$ cat config.mk
export PLATFORM = sky130hd
export DESIGN_NAME = emb_bus
export DESIGN_NICKNAME = d
export VERILOG_FILES = /design/src/inc/emb_pkg.sv /design/src/hdl/emb_bus.sv /design/src/hdl/emb_clk_gate.sv
export SDC_FILE = /design/constraint.sdc
export NUM_CORES = 1
export LEC_CHECK = 0
export ABC_AREA = 1
export BUFFER_PORTS_ARGS = -buffer_cell sky130_fd_sc_hd__clkbuf_2
export CORE_MARGIN = 1.5
export CORE_UTILIZATION = 43
export DETAILED_ROUTE_END_ITERATION = 10
export GPL_TIMING_DRIVEN = 1
export PLACE_DENSITY = 0.71
export SYNTH_ARGS = -nofsm -noshare
export SYNTH_HDL_FRONTEND = slang
export SYNTH_SLANG_ARGS = --single-unit
$ cat constraint.sdc
create_clock -name core_clk -period 3.6 [get_ports core_clk]
set_input_delay 0.72 -clock core_clk [delete_from_list [all_inputs] [get_ports core_clk]]
set_output_delay 0.72 -clock core_clk [all_outputs]
set_load 0.01 [all_outputs]
$ cat src/inc/emb_pkg.sv
package emb_pkg;

  localparam int ADDR_W     = 20;
  localparam int DATA_W     = 16;
  localparam int LANE_W     = 2;
  localparam int LANE_LO    = 0;
  localparam int LANE_HI    = 1;
  // DRAM sees only the address lines 17 down to 7
  localparam int DRAM_LINES = 11;
  localparam int DRAM_LSB   = 7;
  localparam int DRAM_PAD_W = ADDR_W - DRAM_LSB - DRAM_LINES;
  // Column is the word address bits 11..1, row the bits above
  localparam int COL_LSB    = 1;
  localparam int ROW_LSB    = COL_LSB + DRAM_LINES;
  localparam int ROW_W      = ADDR_W - ROW_LSB;

  localparam int CLK_PERIOD_NS  = 8;
  localparam int STROBE_MIN_NS  = 24;
  localparam int STROBE_MIN_CYC = (STROBE_MIN_NS + CLK_PERIOD_NS - 1) / CLK_PERIOD_NS;
  localparam int CNT_W          = 3;
  localparam logic [CNT_W-1:0] CNT_ZERO = 3'h0;
  localparam logic [CNT_W-1:0] CNT_ONE  = 3'h1;
  localparam logic [CNT_W-1:0] CNT_LAST = CNT_W'(STROBE_MIN_CYC - 1);

  typedef enum logic [2:0] {
    EMB_IDLE,
    EMB_SETUP,
    EMB_ROW,
    EMB_STROBE,
    EMB_END
  } emb_state_t;

endpackage

$ cat src/hdl/emb_bus.sv
// Notes on behaviour
// RULE1: The write strobe is low in every external write cycle and high otherwise.
// RULE2: The read strobe is low in every external read cycle and high otherwise.
// RULE3: The low lane enable goes low in every cycle that touches the low data byte.
// RULE4: The high lane enable goes low in every cycle that touches the high data byte.
// RULE5: In DRAM cycles the two lane enables act as the column strobes of their bytes.
// RULE6: A buffered copy of the core clock leaves the chip and software can switch it off.
// RULE7: Generic cycles put the whole 20-bit byte address on the address pins.
// RULE8: DRAM cycles put the row and then the column on address lines 17 to 7.
// RULE9: The 16-bit data bus is driven by us on writes and by the far side on reads.
// RULE10: While the wait pin is high the strobe phase is stretched.
// RULE11: The select/row strobe starts disabled and works as chip select or row strobe.
// RULE12: The data bus is released except while write data is driven.
`timescale 1ns/1ps
`default_nettype none

module emb_bus (
  input  wire logic                          core_clk,
  input  wire logic                          reset_n,
  input  wire logic                          req_valid,
  input  wire logic                          req_write,
  input  wire logic                          req_dram,
  input  wire logic                          req_select,
  input  wire logic [emb_pkg::LANE_W-1:0]    req_lanes,
  input  wire logic [emb_pkg::ADDR_W-1:0]    req_addr,
  input  wire logic [emb_pkg::DATA_W-1:0]    req_wdata,
  input  wire logic                          srs_enable,
  input  wire logic                          srs_row_mode,
  input  wire logic                          clk_out_enable,
  input  wire logic                          bus_hold_or_width_sel,
  input  wire logic [emb_pkg::DATA_W-1:0]    data_i,
  output logic                               req_ready,
  output logic                               resp_done,
  output logic [emb_pkg::DATA_W-1:0]         resp_rdata,
  output logic                               boot_bus_16,
  output logic                               write_strobe_n,
  output logic                               read_strobe_n,
  output logic                               low_lane_enable_n,
  output logic                               high_lane_enable_n,
  output logic                               select_row_strobe_n,
  output wire logic                          bus_clock_out,
  output logic [emb_pkg::ADDR_W-1:0]         addr_out,
  output logic [emb_pkg::DATA_W-1:0]         data_o,
  output logic                               data_oe
);

  emb_pkg::emb_state_t state;
  emb_pkg::emb_state_t next_state;

  logic                            wr;
  logic                            dram;
  logic                            sel;
  logic [emb_pkg::LANE_W-1:0]      lanes;
  logic [emb_pkg::ADDR_W-1:0]      addr;
  logic [emb_pkg::CNT_W-1:0]       cnt;
  logic                            hold_s1;
  logic                            hold_s2;
  logic [emb_pkg::DATA_W-1:0]      data_s1;
  logic [emb_pkg::DATA_W-1:0]      data_s2;
  logic                            strap_done;
  logic [emb_pkg::LANE_W-1:0]      lane_n;

  // Pin inputs pass two flops; the hold chain is left free so it sees the strap in reset
  always_ff @(posedge core_clk) begin
    hold_s1 <= bus_hold_or_width_sel;
    hold_s2 <= hold_s1;
    data_s1 <= data_i;
    data_s2 <= data_s1;
  end

  // Bus width strap is caught in the first cycle after reset is released
  always_ff @(posedge core_clk) begin
    if (!reset_n) begin
      strap_done  <= 1'b0;
      boot_bus_16 <= 1'b0;
    end else if (!strap_done) begin
      strap_done  <= 1'b1;
      boot_bus_16 <= hold_s2;
    end
  end

  wire start      = (state == emb_pkg::EMB_IDLE) && req_valid;
  wire n_wr       = start ? req_write  : wr;
  wire n_dram     = start ? req_dram   : dram;
  wire n_sel      = start ? req_select : sel;
  wire [emb_pkg::LANE_W-1:0] n_lanes = start ? req_lanes : lanes;
  wire [emb_pkg::ADDR_W-1:0] n_addr  = start ? req_addr  : addr;
  wire cnt_done   = (cnt >= emb_pkg::CNT_LAST);
  wire strobe_end = (state == emb_pkg::EMB_STROBE) && cnt_done && !hold_s2;

  always_comb begin
    next_state = state;
    case (state)
      emb_pkg::EMB_IDLE: begin
        if (req_valid) begin
          next_state = req_dram ? emb_pkg::EMB_ROW : emb_pkg::EMB_SETUP;
        end
      end
      emb_pkg::EMB_SETUP: begin
        next_state = emb_pkg::EMB_STROBE;
      end
      emb_pkg::EMB_ROW: begin
        next_state = emb_pkg::EMB_STROBE;
      end
      emb_pkg::EMB_STROBE: begin
        if (strobe_end) begin
          next_state = emb_pkg::EMB_END; // see RULE10
        end
      end
      emb_pkg::EMB_END: begin
        next_state = emb_pkg::EMB_IDLE;
      end
      default: begin
        next_state = emb_pkg::EMB_IDLE;
      end
    endcase
  end

  wire n_strobe = (next_state == emb_pkg::EMB_STROBE);
  wire n_row    = (next_state == emb_pkg::EMB_ROW);
  wire n_drive  = (next_state == emb_pkg::EMB_SETUP) || n_row || n_strobe;
  wire n_busy   = (next_state != emb_pkg::EMB_IDLE);

  wire next_write_strobe_n = !(n_strobe && n_wr);  // see RULE1
  wire next_read_strobe_n  = !(n_strobe && !n_wr); // see RULE2

  // One enable per byte lane; in DRAM cycles it falls only after the row phase
  for (genvar i = 0; i < emb_pkg::LANE_W; i++) begin : g_lane
    assign lane_n[i] = !(n_strobe && n_lanes[i]); // see RULE3 see RULE4 see RULE5
  end

  wire [emb_pkg::DRAM_LINES-1:0] row_bits =
    emb_pkg::DRAM_LINES'(n_addr[emb_pkg::ADDR_W-1:emb_pkg::ROW_LSB]);
  wire [emb_pkg::DRAM_LINES-1:0] col_bits =
    n_addr[emb_pkg::ROW_LSB-1:emb_pkg::COL_LSB];
  wire [emb_pkg::DRAM_LINES-1:0] line_bits = n_row ? row_bits : col_bits;
  wire [emb_pkg::ADDR_W-1:0] dram_word =
    {{emb_pkg::DRAM_PAD_W{1'b0}}, line_bits, {emb_pkg::DRAM_LSB{1'b0}}}; // see RULE8
  wire [emb_pkg::ADDR_W-1:0] next_addr_out =
    !n_busy ? addr_out : (n_dram ? dram_word : n_addr); // see RULE7

  wire srs_cs_on  = !n_dram && (next_state == emb_pkg::EMB_SETUP || n_strobe);
  wire srs_ras_on = n_dram && (n_row || n_strobe);
  wire next_select_row_strobe_n =
    !(srs_enable && n_sel && (srs_row_mode ? srs_ras_on : srs_cs_on)); // see RULE11

  wire next_data_oe = n_wr && n_drive; // see RULE12 see RULE9

  always_ff @(posedge core_clk) begin
    if (!reset_n) begin
      state <= emb_pkg::EMB_IDLE;
      wr    <= 1'b0;
      dram  <= 1'b0;
      sel   <= 1'b0;
      lanes <= '0;
      addr  <= '0;
      cnt   <= emb_pkg::CNT_ZERO;
    end else begin
      state <= next_state;
      wr    <= n_wr;
      dram  <= n_dram;
      sel   <= n_sel;
      lanes <= n_lanes;
      addr  <= n_addr;
      cnt   <= (state == emb_pkg::EMB_STROBE) ? cnt + emb_pkg::CNT_ONE : emb_pkg::CNT_ZERO;
    end
  end

  always_ff @(posedge core_clk) begin
    if (!reset_n) begin
      req_ready           <= 1'b0;
      resp_done           <= 1'b0;
      resp_rdata          <= '0;
      write_strobe_n      <= 1'b1;
      read_strobe_n       <= 1'b1;
      low_lane_enable_n   <= 1'b1;
      high_lane_enable_n  <= 1'b1;
      select_row_strobe_n <= 1'b1;
      addr_out            <= '0;
      data_o              <= '0;
      data_oe             <= 1'b0;
    end else begin
      req_ready           <= !n_busy;
      resp_done           <= strobe_end;
      if (strobe_end && !wr) begin
        resp_rdata <= data_s2; // see RULE9
      end
      write_strobe_n      <= next_write_strobe_n;
      read_strobe_n       <= next_read_strobe_n;
      low_lane_enable_n   <= lane_n[emb_pkg::LANE_LO];
      high_lane_enable_n  <= lane_n[emb_pkg::LANE_HI];
      select_row_strobe_n <= next_select_row_strobe_n;
      addr_out            <= next_addr_out;
      if (start) begin
        data_o <= req_wdata;
      end
      data_oe             <= next_data_oe;
    end
  end

  emb_clk_gate u_clk_gate (
    .core_clk (core_clk),
    .reset_n  (reset_n),
    .enable   (clk_out_enable),
    .clk_out  (bus_clock_out)
  );
endmodule

`default_nettype wire

$ cat src/hdl/emb_clk_gate.sv
`timescale 1ns/1ps
`default_nettype none

module emb_clk_gate (
  input  wire logic core_clk,
  input  wire logic reset_n,
  input  wire logic enable,
  output wire logic clk_out
);

  logic en_p;
  logic en_q;

  // Enable is taken on the rising edge so it never races inputs that move on the falling one
  always_ff @(posedge core_clk) begin
    if (!reset_n) begin
      en_p <= 1'b0;
    end else begin
      en_p <= enable;
    end
  end

  // Gate enable moves only while the clock is low, so the gated copy never glitches
  always_ff @(negedge core_clk) begin
    en_q <= en_p;
  end

  assign clk_out = core_clk & en_q; // see RULE6

endmodule

`default_nettype wire

==> flow_metrics.py, run 1 <==
metrics = {
    "routing": {
        "drt-wirelength-per-cell_microns": 12.56,
        "total_wirelength_microns": 10040,
        "route.detailed.vias_per_inst": 4.736,
        "route.detailed.drc": 0,
        "final_antenna_net_count": 0,
        "detailedRoute.firstIterationViolations": 230,
        "via_count": 3784,
        "detailedRoute.firstPassIterationCount": 4,
    },
    "power": {
        "power.static_leakage_nw": 2.767,
        "sw_frac_of_total_pct": 27.82,
        "combPwrFrac_pct": 12.1,
        "intPower_mw": 2.816,
        "share_seq_of_total_power_pct": 40.4,
        "power.clock.fraction_pct": 47.5,
        "power-per-cell-area_nw_per_um2": 675.6,
        "power.switching_mw": 1.086,
        "power.ir.vdd_worst_mv": 0.3733,
    },
    "min_path": {
        "holdCritStartpoint": "data_i[4]",
        "timing.hold.worst_endpoint": "data_s1[4]",
        "worst_hold_path.num_cells": 1,
        "hold_path_class": "primary input to flop",
    },
    "logic_synthesis": {
        "synth.distinct_cells": 27,
        "synth_area_sq_um": 4451,
        "yosys_register_bits": 129,
        "syn_inst": 530,
        "synth-seq-area-share_pct": 58.03,
        "syn-num-nets": 596,
        "synth_area_per_cell_sq_um": 8.397,
        "yosysWarnings": 0,
    },
    "global_routing": {
        "maximum_number_of_pins_on_one_net_before_global_route_repair": 55,
        "grt_util_all_layers_pct": 19.10,
        "grt_antenna_before_repair": 0,
        "gr-total-overflow": 0,
        "via_count_of_the_first_global_routing_pass": 3564,
        "grt_pass1_wl_microns": 16520,
    },
    "die": {
        "num_io_pins": 126,
        "core_area_sq_um": 9910,
        "number_of_rows_created_at_floorplan": 36,
        "die_y_microns": 104.7,
        "starting_density_pct": 44.91,
        "floorplan.die.width_microns": 104.7,
        "die-area_sq_um": 10970,
    },
    "run_status": {
        "failed_checks": "negative setup slack",
        "run_status": "finished with violations",
    },
    "critical_path": {
        "reg2reg_to": "resp_rdata[2]",
        "critPathLaunchType": "flop",
        "rr_worst_depth": 7,
        "critPathMaxFanout": 1,
        "reg2reg_slack_ns": 1.33,
        "crit_arrival_ns": 2.92,
        "timing.critical_path.cells": "nand2_1 > inv_1 > buf_6",
        "worst_setup_path_end_kind": "output pin",
        "path_class": "flop to output pin",
        "timing.rr.start": "cnt[0]",
        "crit_required_ns": 2.88,
        "critPathMaxStageDelay_ns": 0.30,
        "critical-path-slowest-cell": "dfxtp_2",
    },
    "sta": {
        "timing.final.hold_violations": 0,
        "finalMaxSlewViolations": 0,
        "setup-violations-final": 2,
        "fin_ws_ns": -0.03611,
        "max_slew.worst_pin.slew_ns": 1.100,
        "hold_ws_ns": 0.1989,
        "relSlewSlack_pct": 26.47,
        "skew_ns": 0.009065,
        "grt_setup_unrepaired": "true",
    },
    "clocking": {
        "clk_pin_slew_worst_paths_ns": 0.07,
        "cts_tree": "done",
        "clock_latency_ns": 0.62,
        "cts-hold-fix-buffers": 0,
    },
    "placement": {
        "post_dp_hpwl_microns": 6612,
        "placement.io_buffers": 125,
        "gpl_congestion": 0.8317,
        "pre_cts_setup_slack_ns": 0.6058,
    },
    "layout": {
        "final_layout_size_suffix_gt1_share_pct": 26.43,
        "antenna_cells_inserted": 0,
        "fin_nets": 719,
        "syn2layout_area_growth_pct": 29.74,
    },
    "flow_run": {
        "max_cap_viols": 0,
    },
}
[power groups by stage]
stage                     logic [mW]  registers (mW)  clock network (mW)
after floorplan                0.309            1.63             0.00781
after global placement         0.463            1.60              0.0105
after detailed placement       0.470            1.61              0.0105
after CTS                      0.474            1.58                1.88
after global routing           0.532            1.59                1.96
final                          0.473            1.58                1.85
[what timing repair did]
| item | in CTS | in global routing |
|---|---|---|
| endpoints found under the setup margin | 2 | 2 |
| setup buffers | 0 | 0 |
| gates resized for setup | 0 | 3 |
| hold endpoints to repair | 0 | 0 |
[metal layers]
metal | vias up | wire, microns | track usage [%] | part of all wire (%)
li1 | 1963 | - | - | -
met1 | 1687 | 4389 | 23.81 | 44
met2 | 121 | 4863 | 30.67 | 48
met3 | 13 | 654 | 6.488 | 6.5
met4 | 0 | 131 | 6.849 | 1.3
met5 | - | 0 | 0 | 0
[area by class of cell]
class,count,area (sq um)
clock buffer,21,466.7
fill,910,4135
clock inverter,17,217.7
timing repair buffer,126,635.6
sequential,129,2584
tap,133,166.4
multi-input combinational,322,1511
inverter,51,192.7
[state kept, by name, indices dropped and copies added (netlist names), 3 cells and up]
name / cells
resp_rdata: 16
data_s1: 16
state: 3
data_s2: 16
cnt: 3
data_o: 16
addr_out: 20
addr: 20
[how the worst max path moves through the flow]
stage / startpoint / end / slack, ns / cells past startpoint
2_1_floorplan: u_clk_gate.en_q / bus_clock_out / 0.68 / 2
3_3_place_gp: u_clk_gate.en_q / bus_clock_out / 0.60 / 3
3_5_place_dp: u_clk_gate.en_q / bus_clock_out / 0.61 / 3
4_1_cts: u_clk_gate.en_q / bus_clock_out / -0.09 / 3
5_1_grt: u_clk_gate.en_q / bus_clock_out / -0.10 / 3
6_report: u_clk_gate.en_q / bus_clock_out / -0.04 / 3
[per-stage QoR]
stage	util [%]	total power [mW]	TNS [ns]	instance area, sq um	instances
2_1_floorplan	-	1.946	0	4451	530
3_3_place_gp	51.48	2.075	0	5101	764
3_5_place_dp	51.48	2.087	0	5101	764
4_1_cts	58.19	3.933	-0.08550	5767	799
5_1_grt	58.27	4.083	-0.1045	5774	799
6_report	58.27	3.901	-0.03611	5774	799
[cell usage in the layout (no fill, tap or decap), types with 4 or more instances in the layout]
cell type and n:
a21oi_1 46, nor2_1 58, o21ai_0 35, dfxtp_1 128, clkbuf_16 16, nand2_1 100, clkbuf_2 124, inv_8 6
nand3_1 54, inv_1 49, nand4_1 10, clkbuf_8 4
[cell families after synthesis]
kind of cell / share of synthesized area [%]
AND/OR/NAND/NOR: 23.25
flip-flops: 58.03
AO/OA/AOI/OAI: 9.952
buffers and inverters: 8.012
adder cells (fa/ha/maj): 0.5622
XOR/XNOR: 0.1968
[worst max-delay path: cells and delay by family, from the launching register on]
kind	cells	cell delay, ns
AND/OR/NAND/NOR	1	0.04
buffers and inverters	2	0.16
flip-flops	1	0.30
[synthesized netlist by cell type (all sizes together)]
| cell type | number | area (sq um) |
|---|---|---|
| inv | 51 | 191.4 |
| o21ai | 38 | 190.2 |
| o21a | 2 | 15.01 |
| nor2 | 63 | 264.0 |
| dfxtp | 129 | 2582 |
| buf | 20 | 133.9 |
| nand3 | 57 | 315.3 |
| a21oi | 46 | 230.2 |
| clkinv | 2 | 8.750 |
| nand2 | 102 | 392.9 |
| ha | 2 | 25.02 |
| clkbuf | 6 | 22.52 |
| o211ai | 1 | 7.510 |
| nand4 | 10 | 62.56 |
| xnor2 | 1 | 8.760 |
No activity file was read; power rests on OpenSTA's default activity.
==> inputs of run 2 (changes only) <==
--- a/config.mk
+++ b/config.mk
@@ -14,4 +14,5 @@
 export PLACE_DENSITY = 0.71
 export SYNTH_ARGS = -nofsm -noshare
 export SYNTH_HDL_FRONTEND = slang
+export SYNTH_HIERARCHICAL = 1
 export SYNTH_SLANG_ARGS = --single-unit
==> flow_metrics.py, run 2 <==
metrics = {
    "die": {
        "die_y_microns": 104.7,
        "floorplan.die.width_microns": 104.7,
        "starting_density_pct": 44.91,
        "num_io_pins": 126,
        "core_area_sq_um": 9910,
        "number_of_rows_created_at_floorplan": 36,
        "die-area_sq_um": 10970,
    },
    "power": {
        "intPower_mw": 2.815,
        "power.clock.fraction_pct": 47.5,
        "combPwrFrac_pct": 12.2,
        "power.static_leakage_nw": 2.776,
        "power.switching_mw": 1.099,
        "share_seq_of_total_power_pct": 40.3,
        "power-per-cell-area_nw_per_um2": 677.0,
        "power.ir.vdd_worst_mv": 0.3527,
        "sw_frac_of_total_pct": 28.09,
    },
    "routing": {
        "via_count": 3825,
        "detailedRoute.firstIterationViolations": 259,
        "total_wirelength_microns": 10290,
        "route.detailed.vias_per_inst": 4.781,
        "final_antenna_net_count": 0,
        "drt-wirelength-per-cell_microns": 12.86,
        "route.detailed.drc": 0,
        "detailedRoute.firstPassIterationCount": 4,
    },
    "critical_path": {
        "crit_required_ns": 2.88,
        "critPathMaxFanout": 1,
        "timing.rr.start": "state[0]",
        "critPathLaunchType": "flop",
        "crit_arrival_ns": 2.90,
        "reg2reg_slack_ns": 1.25,
        "rr_worst_depth": 5,
        "worst_setup_path_end_kind": "output pin",
        "path_class": "flop to output pin",
        "reg2reg_to": "resp_rdata[11]",
    },
    "sta": {
        "skew_ns": 0.009042,
        "setup-violations-final": 2,
        "max_slew.worst_pin.slew_ns": 1.133,
        "fin_ws_ns": -0.01604,
        "relSlewSlack_pct": 24.23,
        "timing.final.hold_violations": 0,
        "grt_setup_unrepaired": "true",
        "finalMaxSlewViolations": 0,
    },
    "logic_synthesis": {
        "synth-seq-area-share_pct": 58.03,
        "synth.largest_area_cell": "dfxtp_1",
        "syn-num-nets": 596,
        "synth.distinct_cells": 27,
        "synth-async-reset-ratio_pct": 0,
        "synthTopCellsByArea": "dfxtp_1 58%, nand2_1 8.4%, nand3_1 6.1%",
        "yosysWarnings": 6,
        "synth_top_flop_cell": "dfxtp_1",
        "syn_inst": 530,
        "yosys.cell_count.top_type": "dfxtp_1",
        "yosys_register_bits": 129,
        "synth_edf_count": 0,
        "synth_area_sq_um": 4451,
        "synth_commonest_cells": "129 x dfxtp_1, 100 x nand2_1, 58 x nor2_1",
        "post-synth-top-area-fraction_pct": 58.03,
        "synth_area_per_cell_sq_um": 8.397,
    },
    "min_path": {
        "hold_path_class": "primary input to flop",
        "timing.hold.worst_endpoint": "data_s1[6]",
        "holdCritStartpoint": "data_i[6]",
        "worst_hold_path.num_cells": 1,
    },
    "layout": {
        "final_layout_size_suffix_gt1_share_pct": 26.54,
        "register_area_sq_um": 2584,
        "fin_nets": 720,
        "fin_cells": 800,
        "multiInputGateArea_sq_um": 1511,
        "largestRegisters": "addr (20), addr_out (20)",
        "final_core_util_pct": 58.35,
        "antenna_cells_inserted": 0,
        "final_layout_fill_cell_count": 911,
        "most_frequent_cells_in_the_layout": "128 x dfxtp_1, 124 x clkbuf_2, 100 x nand2_1",
        "syn2layout_area_growth_pct": 29.91,
        "most_frequent_standard_cell_in_the_layout_excluding_fill_and_tap_cells": "dfxtp_1",
    },
    "global_routing": {
        "grt_pass1_wl_microns": 16460,
        "grt_util_all_layers_pct": 19.15,
        "via_count_of_the_first_global_routing_pass": 3628,
        "gr-total-overflow": 0,
        "maximum_number_of_pins_on_one_net_before_global_route_repair": 39,
        "grt_antenna_before_repair": 0,
    },
    "clocking": {
        "clk_pin_slew_worst_paths_ns": 0.07,
        "cts-hold-fix-buffers": 0,
        "cts_tree": "done",
        "clock_latency_ns": 0.61,
    },
    "run_status": {
        "run_status": "finished with violations",
        "failed_checks": "negative setup slack",
    },
    "placement": {
        "gpl_congestion": 0.8192,
        "placement.io_buffers": 125,
        "pre_cts_setup_slack_ns": 0.6017,
        "post_dp_hpwl_microns": 6758,
        "dp.cells": 765,
    },
    "flow_run": {
        "max_cap_viols": 0,
    },
}
run 2: worst max-delay path by stage:
stage / from / to / slack (ns)
global placement: u_clk_gate/en_q / bus_clock_out / 0.60
detailed placement: u_clk_gate/en_q / bus_clock_out / 0.60
finish: u_clk_gate/en_q / bus_clock_out / -0.02
floorplan: u_clk_gate/en_q / bus_clock_out / 0.68
global route: u_clk_gate/en_q / bus_clock_out / -0.07
CTS: u_clk_gate/en_q / bus_clock_out / -0.05
run 2: timing repair:
action / CTS / global route
endpoints found under the setup margin: 2 / 2
gates resized for setup: 0 / 2
setup buffers: 0 / 0
run 2: cell families (layout without fill, tap and decap cells):
kind of cell | count (synthesis) | after routing | share of synthesized area, %
simple gates | 232 | 232 | 23.25
flops | 129 | 129 | 58.03
compound gates | 87 | 87 | 9.952
buf+inv | 79 | 216 | 8.012
fa+ha+maj | 2 | 2 | 0.5622
xor+xnor | 1 | 1 | 0.1968
run 2: power groups by stage:
stage	Combinational (mW)	Clock, mW	Sequential, mW
2_1_floorplan	0.309	0.00781	1.63
3_3_place_gp	0.464	0.0105	1.60
3_5_place_dp	0.473	0.0105	1.61
4_1_cts	0.479	1.90	1.58
5_1_grt	0.536	1.97	1.59
6_report	0.477	1.86	1.58
run 2: layout make-up:
cell class / count / share of cell area (%)
Clock buffer: 21 / 7.964
Clock inverter: 17 / 3.874
Inverter: 51 / 3.333
Multi-Input combinational cell: 322 / 26.14
Sequential cell: 129 / 44.69
Tap cell: 133 / 2.878
Timing Repair Buffer: 127 / 11.12
run 2: routing by layer:
metal / share of wire (%) / wire (microns) / up-vias / track usage, %
met4: 1.4 / 149 / 0 / 9.295
met1: 45 / 4597 / 1702 / 23.68
met5: 0 / 0 / - / 0
met3: 8.1 / 830 / 17 / 6.800
met2: 46 / 4710 / 146 / 29.60
li1: - / - / 1960 / -
run 2: critical path: stages (launching register included):
cell and delay (ns):
dfxtp_2 0.30, nand2_1 0.04, inv_1 0.03, buf_2 0.12
run 2: per-stage QoR:
| stage | hold slack [ns] | setup TNS (ns) | power (mW) | area [sq um] |
|---|---|---|---|---|
| 6_report | 0.2002 | -0.01604 | 3.914 | 5782 |
| 5_1_grt | 0.1673 | -0.06849 | 4.092 | 5782 |
| 4_1_cts | 0.1715 | -0.05441 | 3.955 | 5781 |
| 3_5_place_dp | 0.3128 | 0 | 2.093 | 5109 |
| 3_3_place_gp | 0.3099 | 0 | 2.080 | 5109 |
| 2_1_floorplan | 0.3096 | 0 | 1.946 | 4451 |
